[config.mk]
export PLATFORM = sky130hd
export DESIGN_NAME = tcf_timer_common_control
export DESIGN_NICKNAME = d
export VERILOG_FILES = /design/src/tcf_pkg.sv /design/src/tcf_edge_if.sv /design/src/tcf_glitch_filter.sv /design/src/tcf_edge_detect.sv /design/src/tcf_timer_common_control.sv
export SDC_FILE = /design/constraint.sdc
export NUM_CORES = 1
export LEC_CHECK = 0
export CAP_MARGIN = 25
export CELL_PAD_IN_SITES_DETAIL_PLACEMENT = 1
export CELL_PAD_IN_SITES_GLOBAL_PLACEMENT = 1
export CORE_MARGIN = 2
export CORE_UTILIZATION = 49
export CTS_BUF_LIST = sky130_fd_sc_hd__clkbuf_4
export CTS_CLUSTER_SIZE = 14
export DETAILED_ROUTE_END_ITERATION = 8
export DONT_BUFFER_PORTS = 1
export PLACE_DENSITY_LB_ADDON = 0.3
export SYNTH_ARGS = -nofsm -noshare
export SYNTH_HDL_FRONTEND = slang
export SYNTH_SLANG_ARGS = --single-unit
[constraint.sdc]
create_clock -name ref_clk -period 2.5 [get_ports ref_clk]
set_input_delay 0.125 -clock ref_clk [delete_from_list [all_inputs] [get_ports ref_clk]]
set_output_delay 0.125 -clock ref_clk [all_outputs]
set_load 0.03 [all_outputs]
[src/tcf_pkg.sv]
/*
 * Shared constants for the timer common-function control block:
 * register indices, field positions, reset values, codes and filter lengths.
 * Assumes a 32-bit AHB-Lite register bus with one register per aligned word.
 */
package tcf_pkg;

    // Register indices; byte address is index times four
    localparam logic [5:0] REG_TIMER_SELECT_IDX = 6'h00; // Per-timer output enables
    localparam logic [5:0] REG_CTRL_IDX         = 6'h01; // timer_common_control
    localparam logic [5:0] REG_PORT3_MODE_IDX   = 6'h02; // Analog enable
    localparam logic [5:0] REG_IRQ_EDGE_IDX     = 6'h03; // Pin interrupt edge select
    localparam logic [5:0] REG_INT_STATUS_IDX   = 6'h04; // Sticky events, write one to clear
    localparam logic [5:0] REG_INT_MASK_IDX     = 6'h05; // Interrupt enables

    // Control register fields
    localparam int         CTRL_MODE_BIT  = 7;
    localparam int         CTRL_SEL_BIT   = 6;
    localparam int         CTRL_FN_LO     = 4;
    localparam int         CTRL_SUB_LO    = 2;
    localparam int         CTRL_FLAG_BIT  = 1;
    localparam logic [7:0] CTRL_RESET     = 8'h00;

    // Other field positions
    localparam int         TSEL_EIGHT_BIT   = 0;
    localparam int         TSEL_SIXTEEN_BIT = 1;
    localparam int         P3M_ANALOG_BIT   = 1;
    localparam int         IRQ_EDGE_LO      = 6;
    localparam int         ST_INTERRUPT_ZERO          = 0;
    localparam int         ST_INTERRUPT_ONE          = 1;
    localparam int         ST_INTERRUPT_TWO          = 2;
    localparam int         ST_DEMOD         = 3;
    localparam int         ST_WIDTH         = 4;

    // Transmit logic combination codes
    localparam logic [1:0] LOGIC_AND  = 2'h0;
    localparam logic [1:0] LOGIC_OR   = 2'h1;
    localparam logic [1:0] LOGIC_NOR  = 2'h2;
    localparam logic [1:0] LOGIC_NAND = 2'h3;

    // Demodulation edge codes, also used for pin interrupt edges
    localparam logic [1:0] EDGE_FALL = 2'h0;
    localparam logic [1:0] EDGE_RISE = 2'h1;
    localparam logic [1:0] EDGE_BOTH = 2'h2;

    // Transmit submodes
    localparam logic [1:0] SUB_NORMAL   = 2'h0;
    localparam logic [1:0] SUB_PINGPONG = 2'h1;
    localparam logic [1:0] SUB_FORCE0   = 2'h2;
    localparam logic [1:0] SUB_FORCE1   = 2'h3;

    // Glitch filter codes and lengths in system clock cycles
    localparam logic [1:0] FILT_NONE  = 2'h0;
    localparam logic [1:0] FILT_SHORT = 2'h1;
    localparam logic [1:0] FILT_LONG  = 2'h2;
    localparam logic [3:0] FILTER_SHORT_CYCLES = 4'h4;
    localparam logic [3:0] FILTER_LONG_CYCLES  = 4'h8;

endpackage : tcf_pkg

[src/tcf_edge_if.sv]
/*
 * Carrier between the control top, the glitch filter and the edge detector.
 * Assumes all three share one clock and reset.
 */
`timescale 1ns/1ps
`default_nettype none

interface tcf_edge_if;
    logic sample;   // Selected raw demodulator input
    logic filtered; // Input after the glitch filter
    logic rise;     // One-cycle pulse on a filtered rising edge
    logic fall;     // One-cycle pulse on a filtered falling edge

    modport filt (input sample, output filtered);
    modport det  (input filtered, output rise, output fall);
    modport ctl  (output sample, input rise, input fall);
endinterface : tcf_edge_if

`default_nettype wire

[src/tcf_glitch_filter.sv]
/*
 * Glitch filter: a new input level is accepted only after it has held
 * for the selected number of clock cycles, or at once with no filter.
 * Assumes the sample is synchronous to ref_clk.
 */
`timescale 1ns/1ps
`default_nettype none

module tcf_glitch_filter
    import tcf_pkg::*;
(
    // Clock and reset
    input wire logic       ref_clk,
    input wire logic       rst,
    // Filter length code
    input wire logic [1:0] filterCode,
    // Sample in, filtered level out
    tcf_edge_if.filt       lnk
);

    logic [3:0] runLen;      // Cycles the differing level has held
    logic [3:0] next_runLen;
    logic       filtered;
    logic       next_filtered;
    logic [3:0] need;        // Required hold time, zero for no filter

    // Reserved code falls back to no filter, like the reset setting
    always_comb begin
        unique case (filterCode)
            FILT_SHORT: need = FILTER_SHORT_CYCLES;
            FILT_LONG:  need = FILTER_LONG_CYCLES;
            default:    need = 4'h0;
        endcase
    end

    // Next level and run length
    always_comb begin
        next_runLen   = 4'h0;
        next_filtered = filtered;
        if (lnk.sample != filtered) begin
            if ((need == 4'h0) || ((runLen + 4'h1) >= need)) begin
                next_filtered = lnk.sample;
            end else begin
                next_runLen = runLen + 4'h1;
            end
        end
    end

    // State registers
    always_ff @(posedge ref_clk or posedge rst) begin
        if (rst) begin
            runLen   <= 4'h0;
            filtered <= 1'b0;
        end else begin
            runLen   <= next_runLen;
            filtered <= next_filtered;
        end
    end

    assign lnk.filtered = filtered;
endmodule : tcf_glitch_filter

`default_nettype wire

[src/tcf_edge_detect.sv]
/*
 * Edge detector on the filtered demodulator input.
 * Assumes filtered is a registered level on ref_clk.
 */
`timescale 1ns/1ps
`default_nettype none

module tcf_edge_detect
(
    // Clock and reset
    input wire logic ref_clk,
    input wire logic rst,
    // Filtered level in, edge pulses out
    tcf_edge_if.det  lnk
);

    logic prevLevel; // Filtered level one cycle ago

    // Remember the last level
    always_ff @(posedge ref_clk or posedge rst) begin
        if (rst) begin
            prevLevel <= 1'b0;
        end else begin
            prevLevel <= lnk.filtered;
        end
    end

    // Pulses last exactly one cycle per transition
    assign lnk.rise = lnk.filtered & ~prevLevel;
    assign lnk.fall = ~lnk.filtered & prevLevel;

endmodule : tcf_edge_detect

`default_nettype wire

[src/tcf_timer_common_control.sv]
/*
 * Timer common-function control: an AHB-Lite slave holding the common
 * control register, transmit output combination and submodes, the
 * demodulator input path, Port 3 output routing, comparator control and
 * pin interrupts with a sticky status register.
 * Assumes timer engines, comparators and pins are synchronous to ref_clk.
 */
`timescale 1ns/1ps
`default_nettype none

// Operation
// - bit 7 mode; bit 6 routes combined output
// - demod bit 6 picks analog-in-one or port-two pin
// - transmit bits 5-4: AND, OR, NOR, NAND
// - demod bits 5-4: falling, rising, both edges
// - transmit bits 3-2: normal, alternating, force 0/1
// - demod bits 3-2: no, 4-cycle, 8-cycle filter
// - transmit bit 1 sets initial eight-bit output
// - demod bit 1 rising flag, write one clears
// - Port 3 outputs timers under select bits
// - comparators enabled by Port 3 mode bit
// - analog-in pins interrupt on selected edges
// - pins map to interrupts two, zero, one
// - comparators off in stop mode
module tcf_timer_common_control
    import tcf_pkg::*;
#(
    parameter int ADDR_W = 8 // Bus address width
)
(
    // Clock and reset
    input  wire logic              ref_clk,
    input  wire logic              rst,
    // AHB-Lite slave
    input  wire logic              hsel,
    input  wire logic [ADDR_W-1:0] haddr,
    input  wire logic [1:0]        htrans,
    input  wire logic              hwrite,
    input  wire logic [2:0]        hsize,
    input  wire logic [31:0]       hwdata,
    input  wire logic              hready,
    output logic      [31:0]       hrdata,
    output logic                   hreadyout,
    output logic                   hresp,
    // Timer engines
    input  wire logic              eightBitTimerOutput,
    input  wire logic              sixteenBitTimerOutput,
    output logic                   demodMode,
    output logic                   alternatingTimerMode,
    output logic                   initialEightLevel,
    output logic                   demodEdge,
    // Pins and analog front end
    input  wire logic              analogInOnePin,
    input  wire logic              analogInTwoPin,
    input  wire logic              referenceTwoPin,
    input  wire logic              portTwoBitZeroPin,
    input  wire logic              comparatorOneResult,
    input  wire logic              comparatorTwoResult,
    input  wire logic              stopMode,
    output logic                   comparatorPowerEn,
    // Port 3 outputs and their port data
    input  wire logic [7:4]        portThreeData,
    output logic [7:4]             portThreeOut,
    // Interrupts
    output logic                   interruptZero,
    output logic                   interruptOne,
    output logic                   interruptTwo,
    output logic                   irq
);

    // Bus phase state
    logic       wrPend, next_wrPend;     // Write data phase pending
    logic [5:0] wrIdx, next_wrIdx;       // Register index of that write
    logic [31:0] next_hrdata;
    // Software registers
    logic [7:0] ctrl, next_ctrl;         // Bits 7..2 stored, bit 1 below
    logic       initLevel, next_initLevel;
    logic       riseFlag, next_riseFlag;
    logic [1:0] timerSel, next_timerSel;
    logic       analogEn, next_analogEn;
    logic [1:0] irqEdge, next_irqEdge;
    logic [ST_WIDTH-1:0] status, next_status;
    logic [ST_WIDTH-1:0] mask, next_mask;
    // Pin and output state
    logic [2:0] pinPrev, next_pinPrev;   // Interrupt sources last cycle
    logic [2:0] pinHit;                  // Edges seen this cycle
    logic [7:4] next_portThreeOut;
    logic [2:0] next_intPulse;
    logic       addrTaken, wrCtrl, flagClear;
    logic [2:0] pinSrc;
    logic       compOne, compTwo, sixteenEff, combined;
    logic [1:0] fnCode, subCode;

    tcf_edge_if edgeLnk ();

    // Edge match for an interrupt source against the select code
    function automatic logic edgeMatch(input logic cur, input logic prev,
                                       input logic [1:0] sel);
        unique case (sel)
            EDGE_RISE: edgeMatch = cur & ~prev;
            EDGE_BOTH: edgeMatch = cur ^ prev;
            default:   edgeMatch = ~cur & prev; // Falling, reserved too
        endcase
    endfunction : edgeMatch

    // Register read value for an index; unmapped reads as zero
    function automatic logic [31:0] readReg(input logic [5:0] idx);
        readReg = 32'h0;
        unique case (idx)
            REG_TIMER_SELECT_IDX: readReg[1:0] = timerSel;
            REG_CTRL_IDX: begin
                readReg[7:2] = ctrl[7:2];
                readReg[CTRL_FLAG_BIT] = demodMode ? riseFlag : initLevel;
            end
            REG_PORT3_MODE_IDX: readReg[P3M_ANALOG_BIT] = analogEn;
            REG_IRQ_EDGE_IDX:   readReg[IRQ_EDGE_LO +: 2] = irqEdge;
            REG_INT_STATUS_IDX: readReg[ST_WIDTH-1:0] = status;
            REG_INT_MASK_IDX:   readReg[ST_WIDTH-1:0] = mask;
            default:            readReg = 32'h0;
        endcase
    endfunction : readReg

    // Field views of the control register
    assign demodMode            = ctrl[CTRL_MODE_BIT];
    assign fnCode               = ctrl[CTRL_FN_LO +: 2];
    assign subCode              = ctrl[CTRL_SUB_LO +: 2];
    assign alternatingTimerMode = !demodMode && (subCode == SUB_PINGPONG);
    assign initialEightLevel    = initLevel;

    // Comparators lose power in stop mode; results read low then
    assign comparatorPowerEn = analogEn & ~stopMode;
    assign compOne           = comparatorPowerEn & comparatorOneResult;
    assign compTwo           = comparatorPowerEn & comparatorTwoResult;

    // Interrupt sources: analog-in ones use the comparator in analog mode, else the pin; reference pin direct
    assign pinSrc[ST_INTERRUPT_TWO] = analogEn ? compOne : analogInOnePin;
    assign pinSrc[ST_INTERRUPT_ZERO] = analogEn ? compTwo : analogInTwoPin;
    assign pinSrc[ST_INTERRUPT_ONE] = referenceTwoPin;

    // Demodulator input select
    assign edgeLnk.sample = ctrl[CTRL_SEL_BIT] ? portTwoBitZeroPin : pinSrc[ST_INTERRUPT_TWO];

    tcf_glitch_filter u_filter (
        .ref_clk    (ref_clk),
        .rst        (rst),
        .filterCode (demodMode ? subCode : FILT_NONE),
        .lnk        (edgeLnk)
    );

    tcf_edge_detect u_detect (
        .ref_clk (ref_clk),
        .rst     (rst),
        .lnk     (edgeLnk)
    );

    // Demodulator edge pulse; reserved code acts as falling
    always_comb begin
        unique case (fnCode)
            EDGE_RISE: demodEdge = demodMode & edgeLnk.rise;
            EDGE_BOTH: demodEdge = demodMode & (edgeLnk.rise | edgeLnk.fall);
            default:   demodEdge = demodMode & edgeLnk.fall;
        endcase
    end

    // Transmit output combination; forced submodes override the 16-bit output.
    // In demodulation the same bits pick the filter, so nothing is forced then.
    always_comb begin
        unique case (demodMode ? SUB_NORMAL : subCode)
            SUB_FORCE0: sixteenEff = 1'b0;
            SUB_FORCE1: sixteenEff = 1'b1;
            default:    sixteenEff = sixteenBitTimerOutput;
        endcase
        unique case (fnCode)
            LOGIC_OR:   combined = eightBitTimerOutput | sixteenEff;
            LOGIC_NOR:  combined = ~(eightBitTimerOutput | sixteenEff);
            LOGIC_NAND: combined = ~(eightBitTimerOutput & sixteenEff);
            default:    combined = eightBitTimerOutput & sixteenEff;
        endcase
    end

    // Port 3 routing, registered so the pins never see decode glitches
    always_comb begin
        next_portThreeOut[4] = timerSel[TSEL_EIGHT_BIT] ? eightBitTimerOutput :
                               (analogEn ? compOne : portThreeData[4]);
        next_portThreeOut[5] = timerSel[TSEL_SIXTEEN_BIT] ? sixteenEff :
                               portThreeData[5];
        next_portThreeOut[6] = (!demodMode && ctrl[CTRL_SEL_BIT]) ? combined :
                               portThreeData[6];
        next_portThreeOut[7] = analogEn ? compTwo : portThreeData[7];
    end

    // Pin interrupt edges; both analog-in pins share one edge select
    always_comb begin
        next_pinPrev = pinSrc;
        for (int i = 0; i < 3; i++) begin
            pinHit[i] = edgeMatch(pinSrc[i], pinPrev[i], irqEdge);
        end
        next_intPulse = pinHit;
    end

    // Bus address phase decode; always ready, always OKAY
    assign hreadyout = 1'b1;
    assign hresp     = 1'b0;
    assign addrTaken = hsel & htrans[1] & hready;
    assign wrCtrl    = wrPend && (wrIdx == REG_CTRL_IDX);
    assign flagClear = wrCtrl && hwdata[CTRL_MODE_BIT] && hwdata[CTRL_FLAG_BIT];

    // Next register values; hardware sets win over software clears
    always_comb begin
        next_wrPend    = addrTaken & hwrite;
        next_wrIdx     = haddr[ADDR_W-1:2];
        next_hrdata    = (addrTaken && !hwrite) ? readReg(haddr[ADDR_W-1:2]) : hrdata;
        next_ctrl      = ctrl;
        next_initLevel = initLevel;
        next_timerSel  = timerSel;
        next_analogEn  = analogEn;
        next_irqEdge   = irqEdge;
        next_mask      = mask;
        next_status    = status;
        if (wrPend) begin
            unique case (wrIdx)
                REG_TIMER_SELECT_IDX: next_timerSel = hwdata[1:0];
                REG_CTRL_IDX: begin
                    next_ctrl = {hwdata[7:2], 2'h0};
                    if (!hwdata[CTRL_MODE_BIT]) begin
                        next_initLevel = hwdata[CTRL_FLAG_BIT];
                    end
                end
                REG_PORT3_MODE_IDX: next_analogEn = hwdata[P3M_ANALOG_BIT];
                REG_IRQ_EDGE_IDX:   next_irqEdge  = hwdata[IRQ_EDGE_LO +: 2];
                REG_INT_STATUS_IDX: next_status   = status & ~hwdata[ST_WIDTH-1:0];
                REG_INT_MASK_IDX:   next_mask     = hwdata[ST_WIDTH-1:0];
                default:            next_mask     = mask; // Unmapped write ignored
            endcase
        end
        next_status[ST_INTERRUPT_ZERO]  = next_status[ST_INTERRUPT_ZERO] | pinHit[ST_INTERRUPT_ZERO];
        next_status[ST_INTERRUPT_ONE]  = next_status[ST_INTERRUPT_ONE] | pinHit[ST_INTERRUPT_ONE];
        next_status[ST_INTERRUPT_TWO]  = next_status[ST_INTERRUPT_TWO] | pinHit[ST_INTERRUPT_TWO];
        next_status[ST_DEMOD] = next_status[ST_DEMOD] | demodEdge;
        // Rising flag counts only in demodulation mode
        next_riseFlag = (riseFlag & ~flagClear) | (demodMode & edgeLnk.rise);
    end

    // All state registers
    always_ff @(posedge ref_clk or posedge rst) begin
        if (rst) begin
            wrPend        <= 1'b0;
            wrIdx         <= 6'h00;
            hrdata        <= 32'h0;
            ctrl          <= CTRL_RESET;
            initLevel     <= 1'b0;
            riseFlag      <= 1'b0;
            timerSel      <= 2'h0;
            analogEn      <= 1'b0;
            irqEdge       <= 2'h0;
            status        <= '0;
            mask          <= '0;
            pinPrev       <= 3'h0;
            portThreeOut  <= 4'h0;
            interruptZero <= 1'b0;
            interruptOne  <= 1'b0;
            interruptTwo  <= 1'b0;
        end else begin
            wrPend        <= next_wrPend;
            wrIdx         <= next_wrIdx;
            hrdata        <= next_hrdata;
            ctrl          <= next_ctrl;
            initLevel     <= next_initLevel;
            riseFlag      <= next_riseFlag;
            timerSel      <= next_timerSel;
            analogEn      <= next_analogEn;
            irqEdge       <= next_irqEdge;
            status        <= next_status;
            mask          <= next_mask;
            pinPrev       <= next_pinPrev;
            portThreeOut  <= next_portThreeOut;
            interruptZero <= next_intPulse[ST_INTERRUPT_ZERO];
            interruptOne  <= next_intPulse[ST_INTERRUPT_ONE];
            interruptTwo  <= next_intPulse[ST_INTERRUPT_TWO];
        end
    end

    // Level interrupt while any unmasked event is pending
    assign irq = |(status & mask);
endmodule : tcf_timer_common_control

`default_nettype wire

**Yosys cells after proc, flatten, opt, wreduce, memory -nomap -nowiden**

Cells that the tools add are included.

- Add/sub/neg operators: 1
- $lt $le $gt $ge: 1
- Equal/unequal tests: 21
- Mux-type cells: 27
- Bitwise gates (word level): 45
- Reduce and logical (&&, ||, !) cells: 20

Operator list:

| operator | count |
|---|---|
| $eq A6 B2 Y1 const B | 4 |
| $eq A6 B3 Y1 const B | 4 |
| $and A1 B1 Y1 | 19 |
| $mux W4 | 4 |
| $not A1 Y1 | 13 |
| $eq A2 B2 Y1 const B | 6 |
| $eq A6 B1 Y1 const B | 2 |
| $logic_not A6 Y1 | 2 |
| $reduce_and A2 Y1 | 6 |
| $pmux W1 S2 | 5 |
| $mux W1 | 9 |
| $and A4 B4 Y4 | 2 |
| $eq A2 B1 Y1 const B | 4 |
| $pmux W4 S2 | 1 |
| $or A1 B1 Y1 | 7 |
| $logic_and A1 B1 Y1 | 6 |
| $mux W2 | 3 |
| $pmux W1 S3 | 2 |
| $pmux W2 S3 | 1 |
| $pmux W1 S5 | 1 |
| $add A4 B1 Y4 const B | 1 |
| $ge A4 B4 Y1 | 1 |
| $logic_not A4 Y1 | 1 |
| $not A4 Y4 | 1 |
| other kinds (7) | 10 |

- Bits in registers: 52
- Bits of input ports: 63
- Logic and storage cells: 134

**Depth between registers and ports, before layout**

Gate-level depths: netlist of run 1.

- Word-level depth: 8
- Gate-level depth with buffers: 9
- Mapped depth without buffers: 9

**Modules after synthesis**

A second synthesis of run 1 with hierarchy kept.

- Cells, all modules: 259
- Area, all modules: 2,792.7 um^2

By module, submodules not included:

| module | instances | cells each | area each (um^2) | sequential area each (um^2) |
|---|---|---|---|---|
| tcf_timer_common_control | 1 | 226 | 2,427.3 | 1,151.1 |
| tcf_glitch_filter | 1 | 29 | 321.6 | 125.1 |
| tcf_edge_detect | 1 | 4 | 43.8 | 25.0 |

**Least setup slack after synthesis of run 1**

No wires, ideal clock.

- Path type: reg-to-reg
- Start: register ctrl[7]
- End: register u_filter.runLen[3]
- Library setup time: 0.088 ns
- Data arrival time: 1.914 ns
- Setup slack: 0.498 ns
- Cell stages (with the launch flop): 9
- Period minus slack after synthesis: 2.002 ns
- Cell sequence: dfrtp_1 > buf_2 > and2_1 > ha_1 > ha_1 > nand2_1 > nand2_1 > a211o_1 > nor3b_1

- Longest elaborated chain between the ends: 7
- Elaborated cells on any way between the ends: 9

RTL lines:

| what | line | source |
|---|---|---|
| start, declared | tcf_timer_common_control.sv:76 | `logic [7:0] ctrl, next_ctrl;` |
| start signal, assigned | tcf_timer_common_control.sv:267 | `ctrl <= next_ctrl;` |
| $mux W2 (*) | tcf_timer_common_control.sv:146 | `.filterCode (demodMode ? subCode : FILT_NONE),` |
| $eq A2 B2 Y1 / $eq A2 B1 Y1 (equally long branches) | tcf_glitch_filter.sv:29 | `unique case (filterCode)` |
| $pmux W4 S2 (*) | tcf_glitch_filter.sv:29 |  |
| $ge A4 B4 Y1 / $logic_not A4 Y1 (equally long branches) | tcf_glitch_filter.sv:41 | `if ((need == 4'h0) \|\| ((runLen + 4'h1) >= need)) begin` |
| $logic_or A1 B1 Y1 (*) | tcf_glitch_filter.sv:41 |  |
| $mux W4 (*) | tcf_glitch_filter.sv:41 |  |
| $mux W4 (*) | tcf_glitch_filter.sv:40 | `if (lnk.sample != filtered) begin` |
| named net u_filter.next_runLen[3] | tcf_glitch_filter.sv:22 | `logic [3:0] next_runLen;` |
| end signal, assigned | tcf_glitch_filter.sv:55 | `runLen <= next_runLen;` |
| end, declared | tcf_glitch_filter.sv:21 | `logic [3:0] runLen;` |

The timed path passes the listed nets; every way through them passes the cells marked *.
A chain may end at the register's enable or synchronous reset.

**Final worst setup path of run 1**

- Start: register analogEn
- End: register status[0]

- Longest elaborated chain between the ends: 7
- Elaborated cells on any way between the ends: 9

RTL lines:

| what | line | source |
|---|---|---|
| start, declared | tcf_timer_common_control.sv:80 | `logic analogEn, next_analogEn;` |
| start signal, assigned | tcf_timer_common_control.sv:271 | `analogEn <= next_analogEn;` |
| $and A1 B1 Y1 | tcf_timer_common_control.sv:131 | `assign comparatorPowerEn = analogEn & ~stopMode;` |
| $and A1 B1 Y1 | tcf_timer_common_control.sv:133 | `assign compTwo = comparatorPowerEn & comparatorTwoResult;` |
| $mux W1 (*) | tcf_timer_common_control.sv:137 | `assign pinSrc[ST_INTERRUPT_ZERO] = analogEn ? compTwo : analogInTwoPin;` |
| named net next_pinPrev[0] | tcf_timer_common_control.sv:85 | `logic [2:0] pinPrev, next_pinPrev;` |
| $not A1 Y1 | tcf_timer_common_control.sv:102 | `default: edgeMatch = ~cur & prev;` |
| $and A1 B1 Y1 | tcf_timer_common_control.sv:102 |  |
| $pmux W1 S2 (*) | tcf_timer_common_control.sv:99 | `unique case (sel)` |
| named net next_intPulse[0] | tcf_timer_common_control.sv:88 | `logic [2:0] next_intPulse;` |
| $or A1 B1 Y1 (*) | tcf_timer_common_control.sv:236 | `next_status[ST_INTERRUPT_ZERO] = next_status[ST_INTERRUPT_ZERO] \| pinHit[ST_INTERRUPT_ZERO];` |
| named net next_status[0] | tcf_timer_common_control.sv:82 | `logic [ST_WIDTH-1:0] status, next_status;` |
| end signal, assigned | tcf_timer_common_control.sv:273 | `status <= next_status;` |
| end, declared | tcf_timer_common_control.sv:82 |  |

Marks and branches as above.

==> flow_summary.ini, run 1 <==
[outcome]
status = complete, no violations

[layout]
layout-area-overhead-vs-synth_pct = 12.5
nNetsFinal = 364
final_cells = 359
num_antenna_cells = 0
drive_gt1_frac = 0.132

[die]
core.rowCount = 27
die-height_um = 79.2
ios = 110
die_w_um = 79.2
core_area_um2 = 5470
dieArea_um2 = 6270
start_util = 0.506

[logic_synthesis]
synth-xor-area-share = 0.0127
synth_compound_area_frac = 0.0949
synth_mux_area_frac = 0.0976
synthTopCellsByArea = dfrtp_1 47%, buf_4 7.0%, ha_1 6.8%, mux2_2 6.1%, nand2_1 3.4%
netlist.area_leader.share = 0.470
synthSimpleGateAreaFrac = 0.152
yosys_warnings = 0
yosysUniqueCellTypes = 40
synth_edf_count = 0
synth_top_family_by_area = simple AND/OR/NAND/NOR gates
postSynthAreaPerCell_um2 = 10.9
ys_seq_elements = 52
netlist_top_cells_count = 52 x dfrtp_1, 26 x buf_4, 25 x nand2_1, 19 x inv_1
synth-main-ff-cell = dfrtp_1
yosysTopAreaCell = dfrtp_1
ys_seq_area_frac = 0.470
synth_cells = 254
async_flop_share = 1.00
syn_area_um2 = 2770
yosys.area_share.adder = 0.0678
synth.most_common_cell = dfrtp_1

[power]
combinationalPowerShare = 0.153
p_clk_frac = 0.287
seq_power_share = 0.560
switching_share = 0.292
netSwitchingPower_w = 0.000493
p_int_w = 0.00120
power.density_nw_per_um2 = 542
vdd_ir_drop_max_mv = 0.344
p_leak_nw = 1.47

[global_routing]
grt_pass1_vias = 1999
grt_pass1_wl_um = 10400
grt_max_degree = 28
overflow = 0
grt_usage = 0.220
antenna_found_initial = 0

[drt]
routed_wl_um = 6480
drc = 0
ant_nets = 0
first_pass_iters = 4
vias = 1878
wl_per_cell_um = 18.1
drt_iter0_drc = 75
vias_per_cell = 5.23

[clocking]
path_clk_slew_ns = 0.15
cts_tree = yes
cts_buffers = 5
cts_sinks = 52
cts_setup_buffers = 0
cts_buffer_depth = 2
cts_root_buffer = clkbuf_4
htree_levels = 2
clkLatencyLatePin_ns = 0.36

[sta]
setup_viol = 0
setup_tns_ns = 0
min_period_ns = 2.31
slew_headroom = 0.603
skew_ns = 0.00652
hold_viol = 0
period_share = 0.924
drv_slew = 0
fmax_mhz = 433
rsz0062_at_grt = false
worst_pin_slew_ns = 0.592

[flow_run]
max-cap-violations = 0

[worst_setup_path]
path_max_fanout = 5
critPathRequiredTime_ns = 2.78
path_class = register to register
cp.arrival_ns = 2.59
end_kind = register
start_kind = register

[place]
place_inst = 325
routabilityCongestion = 0.769
dp_hpwl_um = 4570
portBuffers = 0

[hold_path]
hold_path.class = input pin to register
-- layer usage --
layer | wire [µm] | part of all wire | global-route usage
met2 | 3400 | 0.52 | 0.390
met4 | 92 | 0.014 | 0.0724
met5 | 0 | 0 | 0
met1 | 2720 | 0.42 | 0.265
met3 | 269 | 0.041 | 0.0489
-- registers in the layout (all words and copies together) (netlist names), 2 cells and up --
signal           count
ctrl                 6
hrdata               8
irqEdge              2
mask                 4
pinPrev              3
portThreeOut         4
status               4
timerSel             2
u_filter.runLen      4
wrIdx                6
-- timing repair --
item,CTS,global route
endpoints found under the setup margin,0,1
gates resized for setup,0,2
hold buffers,26,0
endpoints found under the hold margin,67,0
-- cells by family after synthesis --
| kind of cell | Yosys count |
|---|---|
| muxes | 25 |
| DFF | 52 |
| adders and majority gates | 15 |
| buffers and inverters | 49 |
| AOI/OAI and AO/OA | 38 |
| and+or+nand+nor | 69 |
| xor gates and xnor gates | 4 |
| other | 2 |
-- cells in the final DEF (no fill, tap or decap), types with 9 or more instances in the layout --
cell	n
mux2i_1	9
nand2_1	25
mux2_2	15
inv_1	17
ha_1	15
dlygate4sd3_1	26
o21ai_0	11
conb_1	26
nor2_1	9
dfrtp_1	52
-- through the flow --
stage | total power [W] | instance area (µm²) | utilization | worst slack [ns] | hold WS (ns)
after global placement | 0.00117 | 2770 | 0.507 | 0.654 | 0.0916
after CTS | 0.00170 | 3110 | 0.569 | 0.0468 | 0.00418
after global routing | 0.00177 | 3110 | 0.569 | 0.0437 | 0.0250
after floorplan | 0.00116 | 2860 | - | 0.498 | 0.156
after detailed placement | 0.00118 | 2770 | 0.507 | 0.593 | 0.0953
final | 0.00169 | 3110 | 0.569 | 0.189 | 0.0259
-- layout make-up --
type / instances / area (µm²)
multi-input combinational: 177 / 1270
tap: 72 / 90.1
clock inverter: 2 / 35.0
sequential: 52 / 1300
fill: 630 / 2360
timing repair buffer: 31 / 298
inverter: 19 / 71.3
clock buffer: 6 / 45.0
-- power by group through the flow --
stage / Sequential (W) / Combinational [W] / Clock [W]
6_report: 0.000946 / 0.000258 / 0.000485
5_1_grt: 0.000951 / 0.000285 / 0.000530
4_1_cts: 0.000945 / 0.000259 / 0.000500
3_5_place_dp: 0.000961 / 0.000215 / 0
3_3_place_gp: 0.000959 / 0.000208 / 0
2_1_floorplan: 0.000951 / 0.000210 / 0
-- critical path, stage by stage, from the launching register on --
cell and delay (ns):
dfrtp_1 0.45, inv_2 0.12, nor2_1 0.07, a22oi_1 0.17, dlygate4sd3_1 0.59, inv_1 0.05, ha_1 0.26, inv_1 0.04
a22oi_1 0.17, o21ai_1 0.12, a21o_1 0.17
-- worst paths after layout --
path,startpoint,to,slack (ns),depth (start not counted)
max,analogEn$_DFFE_PP0P_,status[0]$_DFF_PP0_,0.19,10
min,haddr[2],hrdata[2]$_DFFE_PP0P_,0.03,2
max reg2reg,analogEn$_DFFE_PP0P_,status[0]$_DFF_PP0_,0.19,10
min reg2reg,u_filter.lnk.filtered$_DFFE_PP0P_,u_detect.prevLevel$_DFF_PP0_,0.44,0
max in group asynchronous,rst,portThreeOut[4]$_DFF_PP0_,1.49,3
min in group asynchronous,rst,ctrl[7]$_DFFE_PP0N_,0.26,2
(Power assumes the default switching activity.)
==> run 2, diff against run 1 <==
PLACE_DENSITY_LB_ADDON = 0.2   (was 0.3)
==> flow_summary.ini, run 2 (same netlist as run 1, synthesis figures left out) <==
[outcome]
status = complete, no violations

[layout]
layout-area-overhead-vs-synth_pct = 11.3
final_common_cell = dfrtp_1
largest_register = hrdata
final_cells = 357
num_antenna_cells = 0
drive_gt1_frac = 0.119
top_regs = hrdata: 8 flops, ctrl: 6 flops, wrIdx: 6 flops
fin_area_um2 = 3080
largest_reg_flops = 8
layout_common_cells = 52 x dfrtp_1, 27 x dlygate4sd3_1, 26 x conb_1
nNetsFinal = 365
multi_input_area_um2 = 1270
regArea_um2 = 1300
fillCellCount = 624

[sta]
min_period_ns = 2.23
drv_slew = 0
rsz0062_at_grt = false
worst_pin_slew_ns = 0.607
period_share = 0.892
fmax_mhz = 448
slew_headroom = 0.593
setup_viol = 0
final.setup.worst_slack_ns = 0.269
skew_ns = 0.00874
hold_viol = 0
setup_tns_ns = 0

[die]
core.rowCount = 27
start_util = 0.506
die-height_um = 79.2
core_area_um2 = 5470
die_w_um = 79.2
ios = 110
dieArea_um2 = 6270

[worst_setup_path]
worstReg2RegStart = wrIdx[3]$_DFF_PP0_
path_max_fanout = 8
path_delay_family = simple AND/OR/NAND/NOR gates
r2r_slack_ns = 0.27
max_stage_delay_ns = 0.56
path_class = register to register
end_kind = register
path_cells = nor4_4 > nand4b_4 > nor2_1 > mux2_1 > dlygate4sd3_1
r2r_cells = 5
critPathRequiredTime_ns = 2.76
cp.arrival_ns = 2.49
reg2reg_to = initialEightLevel$_DFFE_PP0P_
start_kind = register
crit_slowest_cell = dlygate4sd3_1
path_buf_inv = 1

[clocking]
cts_buffer_depth = 2
cts_tree = yes
cts_root_buffer = clkbuf_4
cts-resized-gates = 0
htree_levels = 2
path_clk_slew_ns = 0.13
clkLatencyLatePin_ns = 0.36
cts_setup_buffers = 0
cts_buffers = 5
cts_sinks = 52

[global_routing]
overflow = 0
use_met2 = 0.366
grt_max_degree = 33
grt_usage = 0.214
grt_pass1_vias = 1996
antenna_found_initial = 0
grt_pass1_wl_um = 10100
grtUsageMet1 = 0.264
grt_use_met3 = 0.0545
gr-max-usage-layer = met2

[place]
place_ws_ns = 0.568
place_inst = 325
routabilityCongestion = 0.815
dpl_cell_area_um2 = 2770
dp_hpwl_um = 4730
portBuffers = 0

[flow_run]
max-cap-violations = 0

[hold_path]
hold_path_depth = 3
hold_end = hrdata[2]$_DFFE_PP0P_
min_from = haddr[3]
hold_path.class = input pin to register

[power]
vdd_ir_drop_max_mv = 0.224
p_leak_nw = 1.45
power.density_nw_per_um2 = 497

[drt]
drt_iter0_drc = 91
first_pass_iters = 7
wl_per_cell_um = 17.5
ant_nets = 0
drc = 0
routed_wl_um = 6250
vias = 1896
vias_per_cell = 5.31
run 2: changes by cell type in the layout (fill, tap and decap cells not counted), sizes merged:
cell         previous run  this run
bufinv                  1         0
clkbuf                  6         5
clkinv                  1         0
dlygate4sd3            26        27
run 2: cell type report:
type	instances	share of cell area
inverter	19	0.0231
sequential	52	0.422
tap	72	0.0292
clock buffer	5	0.0122
timing repair buffer	32	0.0999
multi-input combinational	177	0.413
run 2: repair_timing:
item                                    CTS  global route
hold buffers                             26             1
endpoints found under the hold margin    59             1
endpoints found under the setup margin    0             0
run 2: tightest hold or removal path, stage by stage:
cell     delay [ns]
nor3_1         0.05
nand2_1        0.08
o21ai_0        0.08
run 2: per-stage QoR:
step | hold slack (ns) | power [W] | utilization
final | 0.000397 | 0.00153 | 0.563
after floorplan | 0.156 | 0.00116 | -
after detailed placement | 0.0302 | 0.00118 | 0.507
after global routing | 0.00994 | 0.00162 | 0.563
after global placement | 0.0287 | 0.00117 | 0.507
after CTS | 0.0000831 | 0.00155 | 0.561
run 2: worst max path at each step:
stage / from / to / slack, ns / cells after the start
after detailed placement: analogEn$_DFFE_PP0P_ / status[0]$_DFF_PP0_ / 0.57 / 9
after floorplan: ctrl[7]$_DFFE_PP0N_ / u_filter.runLen[3]$_DFF_PP0_ / 0.50 / 8
after global routing: wrIdx[3]$_DFF_PP0_ / initialEightLevel$_DFFE_PP0P_ / 0.16 / 5
final: wrIdx[3]$_DFF_PP0_ / initialEightLevel$_DFFE_PP0P_ / 0.27 / 5
after global placement: ctrl[2]$_DFFE_PP0N_ / u_filter.runLen[1]$_DFF_PP0_ / 0.64 / 7
after CTS: wrIdx[3]$_DFF_PP0_ / initialEightLevel$_DFFE_PP0P_ / 0.26 / 5
run 2: power by group:
group | internal, W | switching [W] | total (W)
Sequential | 0.000880 | 0.0000658 | 0.000946
Combinational | 0.0000948 | 0.000162 | 0.000257
Clock | 0.0000947 | 0.000236 | 0.000331
run 2: metal layers:
metal	vias up	share of wire
li1	880	-
met1	945	0.41
met5	-	0
met3	11	0.051
met2	60	0.51
met4	0	0.022
==> run 3, diff against run 2 <==
CORE_UTILIZATION = 45   (was 49)
==> flow_summary.ini, run 3 (same netlist as run 1, synthesis figures left out) <==
[outcome]
status = complete, no violations

[place]
routabilityCongestion = 0.771
portBuffers = 0
dp_hpwl_um = 4550

[clocking]
cts_sinks = 52
cts_root_buffer = clkbuf_4
cts_buffer_depth = 2
cts-resized-gates = 0
path_clk_slew_ns = 0.18
cts_buffers = 5
cts_setup_buffers = 0
clkLatencyLatePin_ns = 0.39
htree_levels = 2
cts_tree = yes
cts_hold_buf = 26

[layout]
nNetsFinal = 364
fillCellCount = 668
layout-area-overhead-vs-synth_pct = 11.9
largest_reg_flops = 8
largest_register = hrdata
drive_gt1_frac = 0.129
num_antenna_cells = 0
final_common_cell = dfrtp_1
layout_common_cells = 52 x dfrtp_1, 26 x conb_1, 26 x dlygate4sd3_1
top_regs = hrdata: 8 flops, ctrl: 6 flops, wrIdx: 6 flops

[power]
p_clk_frac = 0.250
combinationalPowerShare = 0.159
switching_share = 0.321
vdd_ir_drop_max_mv = 0.202
seq_power_share = 0.591
power.density_nw_per_um2 = 516
p_int_w = 0.00109
netSwitchingPower_w = 0.000514
p_leak_nw = 1.45

[sta]
setup_viol = 0
skew_ns = 0.0254
drv_slew = 0
whs_ns = 0.0222
min_period_ns = 1.95
rsz0062_at_grt = false
setup_tns_ns = 0
period_share = 0.780
fmax_mhz = 513
hold_viol = 0

[die]
die_w_um = 82.4
ios = 110
start_util = 0.468
core.rowCount = 28
dieArea_um2 = 6800
die-height_um = 82.4
core_area_um2 = 5920

[drt]
wl_per_cell_um = 17.2
vias = 1868
drc = 0
routed_wl_um = 6220
ant_nets = 0
first_pass_iters = 4
drt_iter0_drc = 93
vias_per_cell = 5.16

[global_routing]
grt_pass1_wl_um = 9760
grt_pass1_vias = 1924
antenna_found_initial = 0
grtUsageMet1 = 0.253
grt_use_met3 = 0.0489
grt_max_degree = 36
grt_usage = 0.197
gr-max-usage-layer = met2
overflow = 0
use_met2 = 0.325

[worst_setup_path]
start_kind = register
reg2reg_to = status[0]$_DFF_PP0_
worstReg2RegStart = analogEn$_DFFE_PP0P_
critPathRequiredTime_ns = 2.38
cp.arrival_ns = 1.83
crit_path_end = demodEdge
r2r_slack_ns = 0.57
cp-startpoint = u_filter.lnk.filtered$_DFFE_PP0P_
r2r_cells = 9
end_kind = output port
path_class = register to output port
path_max_fanout = 3

[hold_path]
hold_path.class = input pin to register

[flow_run]
max-cap-violations = 0
==> run 3: changes by cell type in the layout (fill, tap and decap cells not counted), sizes merged <==
cell         before  now
clkinvlp          0    2
clkinv            0    1
dlygate4sd3      27   26
==> run 3: metal layers <==
| metal | up-vias | part of all wire |
|---|---|---|
| met5 | - | 0 |
| met1 | 921 | 0.44 |
| met4 | 0 | 0.017 |
| li1 | 879 | - |
| met2 | 61 | 0.49 |
| met3 | 7 | 0.054 |
==> run 3: cell type report <==
type	count	area, µm²	area share
clock buffer	5	37.5	0.0121
clock inverter	3	23.8	0.00767
inverter	19	71.3	0.0230
multi-input combinational	177	1270	0.411
sequential	52	1300	0.420
tap	75	93.8	0.0303
timing repair buffer	31	298	0.0961
==> run 3: per-stage QoR <==
| step | instances | cell area [µm²] | utilization | setup slack [ns] | total power, W |
|---|---|---|---|---|---|
| after floorplan | 278 | 2860 | - | 0.498 | 0.00116 |
| after global placement | 328 | 2780 | 0.469 | 0.637 | 0.00117 |
| after detailed placement | 328 | 2780 | 0.469 | 0.570 | 0.00118 |
| after CTS | 362 | 3100 | 0.523 | 0.508 | 0.00162 |
| after global routing | 362 | 3100 | 0.523 | 0.406 | 0.00169 |
| final | 362 | 3100 | 0.523 | 0.550 | 0.00160 |
==> run 3: power groups by stage <==
stage | combinational (W) | clock, W | sequential (W)
6_report | 0.000255 | 0.000400 | 0.000945
5_1_grt | 0.000284 | 0.000454 | 0.000952
4_1_cts | 0.000257 | 0.000417 | 0.000945
3_5_place_dp | 0.000214 | 0 | 0.000961
3_3_place_gp | 0.000209 | 0 | 0.000960
2_1_floorplan | 0.000210 | 0 | 0.000951
==> run 3: critical path, cell delays in order (launching register included) <==
cell and delay (ns):
dfrtp_1 0.43, inv_1 0.11, ha_1 0.24, nor2_1 0.09, a21oi_1 0.07, a21boi_0 0.29, buf_4 0.23
==> run 3: worst min-delay path by stage <==
stage | cells past startpoint | start | end
2_1_floorplan | 0 | referenceTwoPin | pinPrev[1]$_DFF_PP0_
3_3_place_gp | 1 | rst | wrIdx[5]$_DFF_PP0_
3_5_place_dp | 1 | rst | wrIdx[5]$_DFF_PP0_
4_1_cts | 2 | haddr[2] | hrdata[2]$_DFFE_PP0P_
5_1_grt | 2 | haddr[2] | hrdata[2]$_DFFE_PP0P_
6_report | 2 | haddr[2] | hrdata[2]$_DFFE_PP0P_
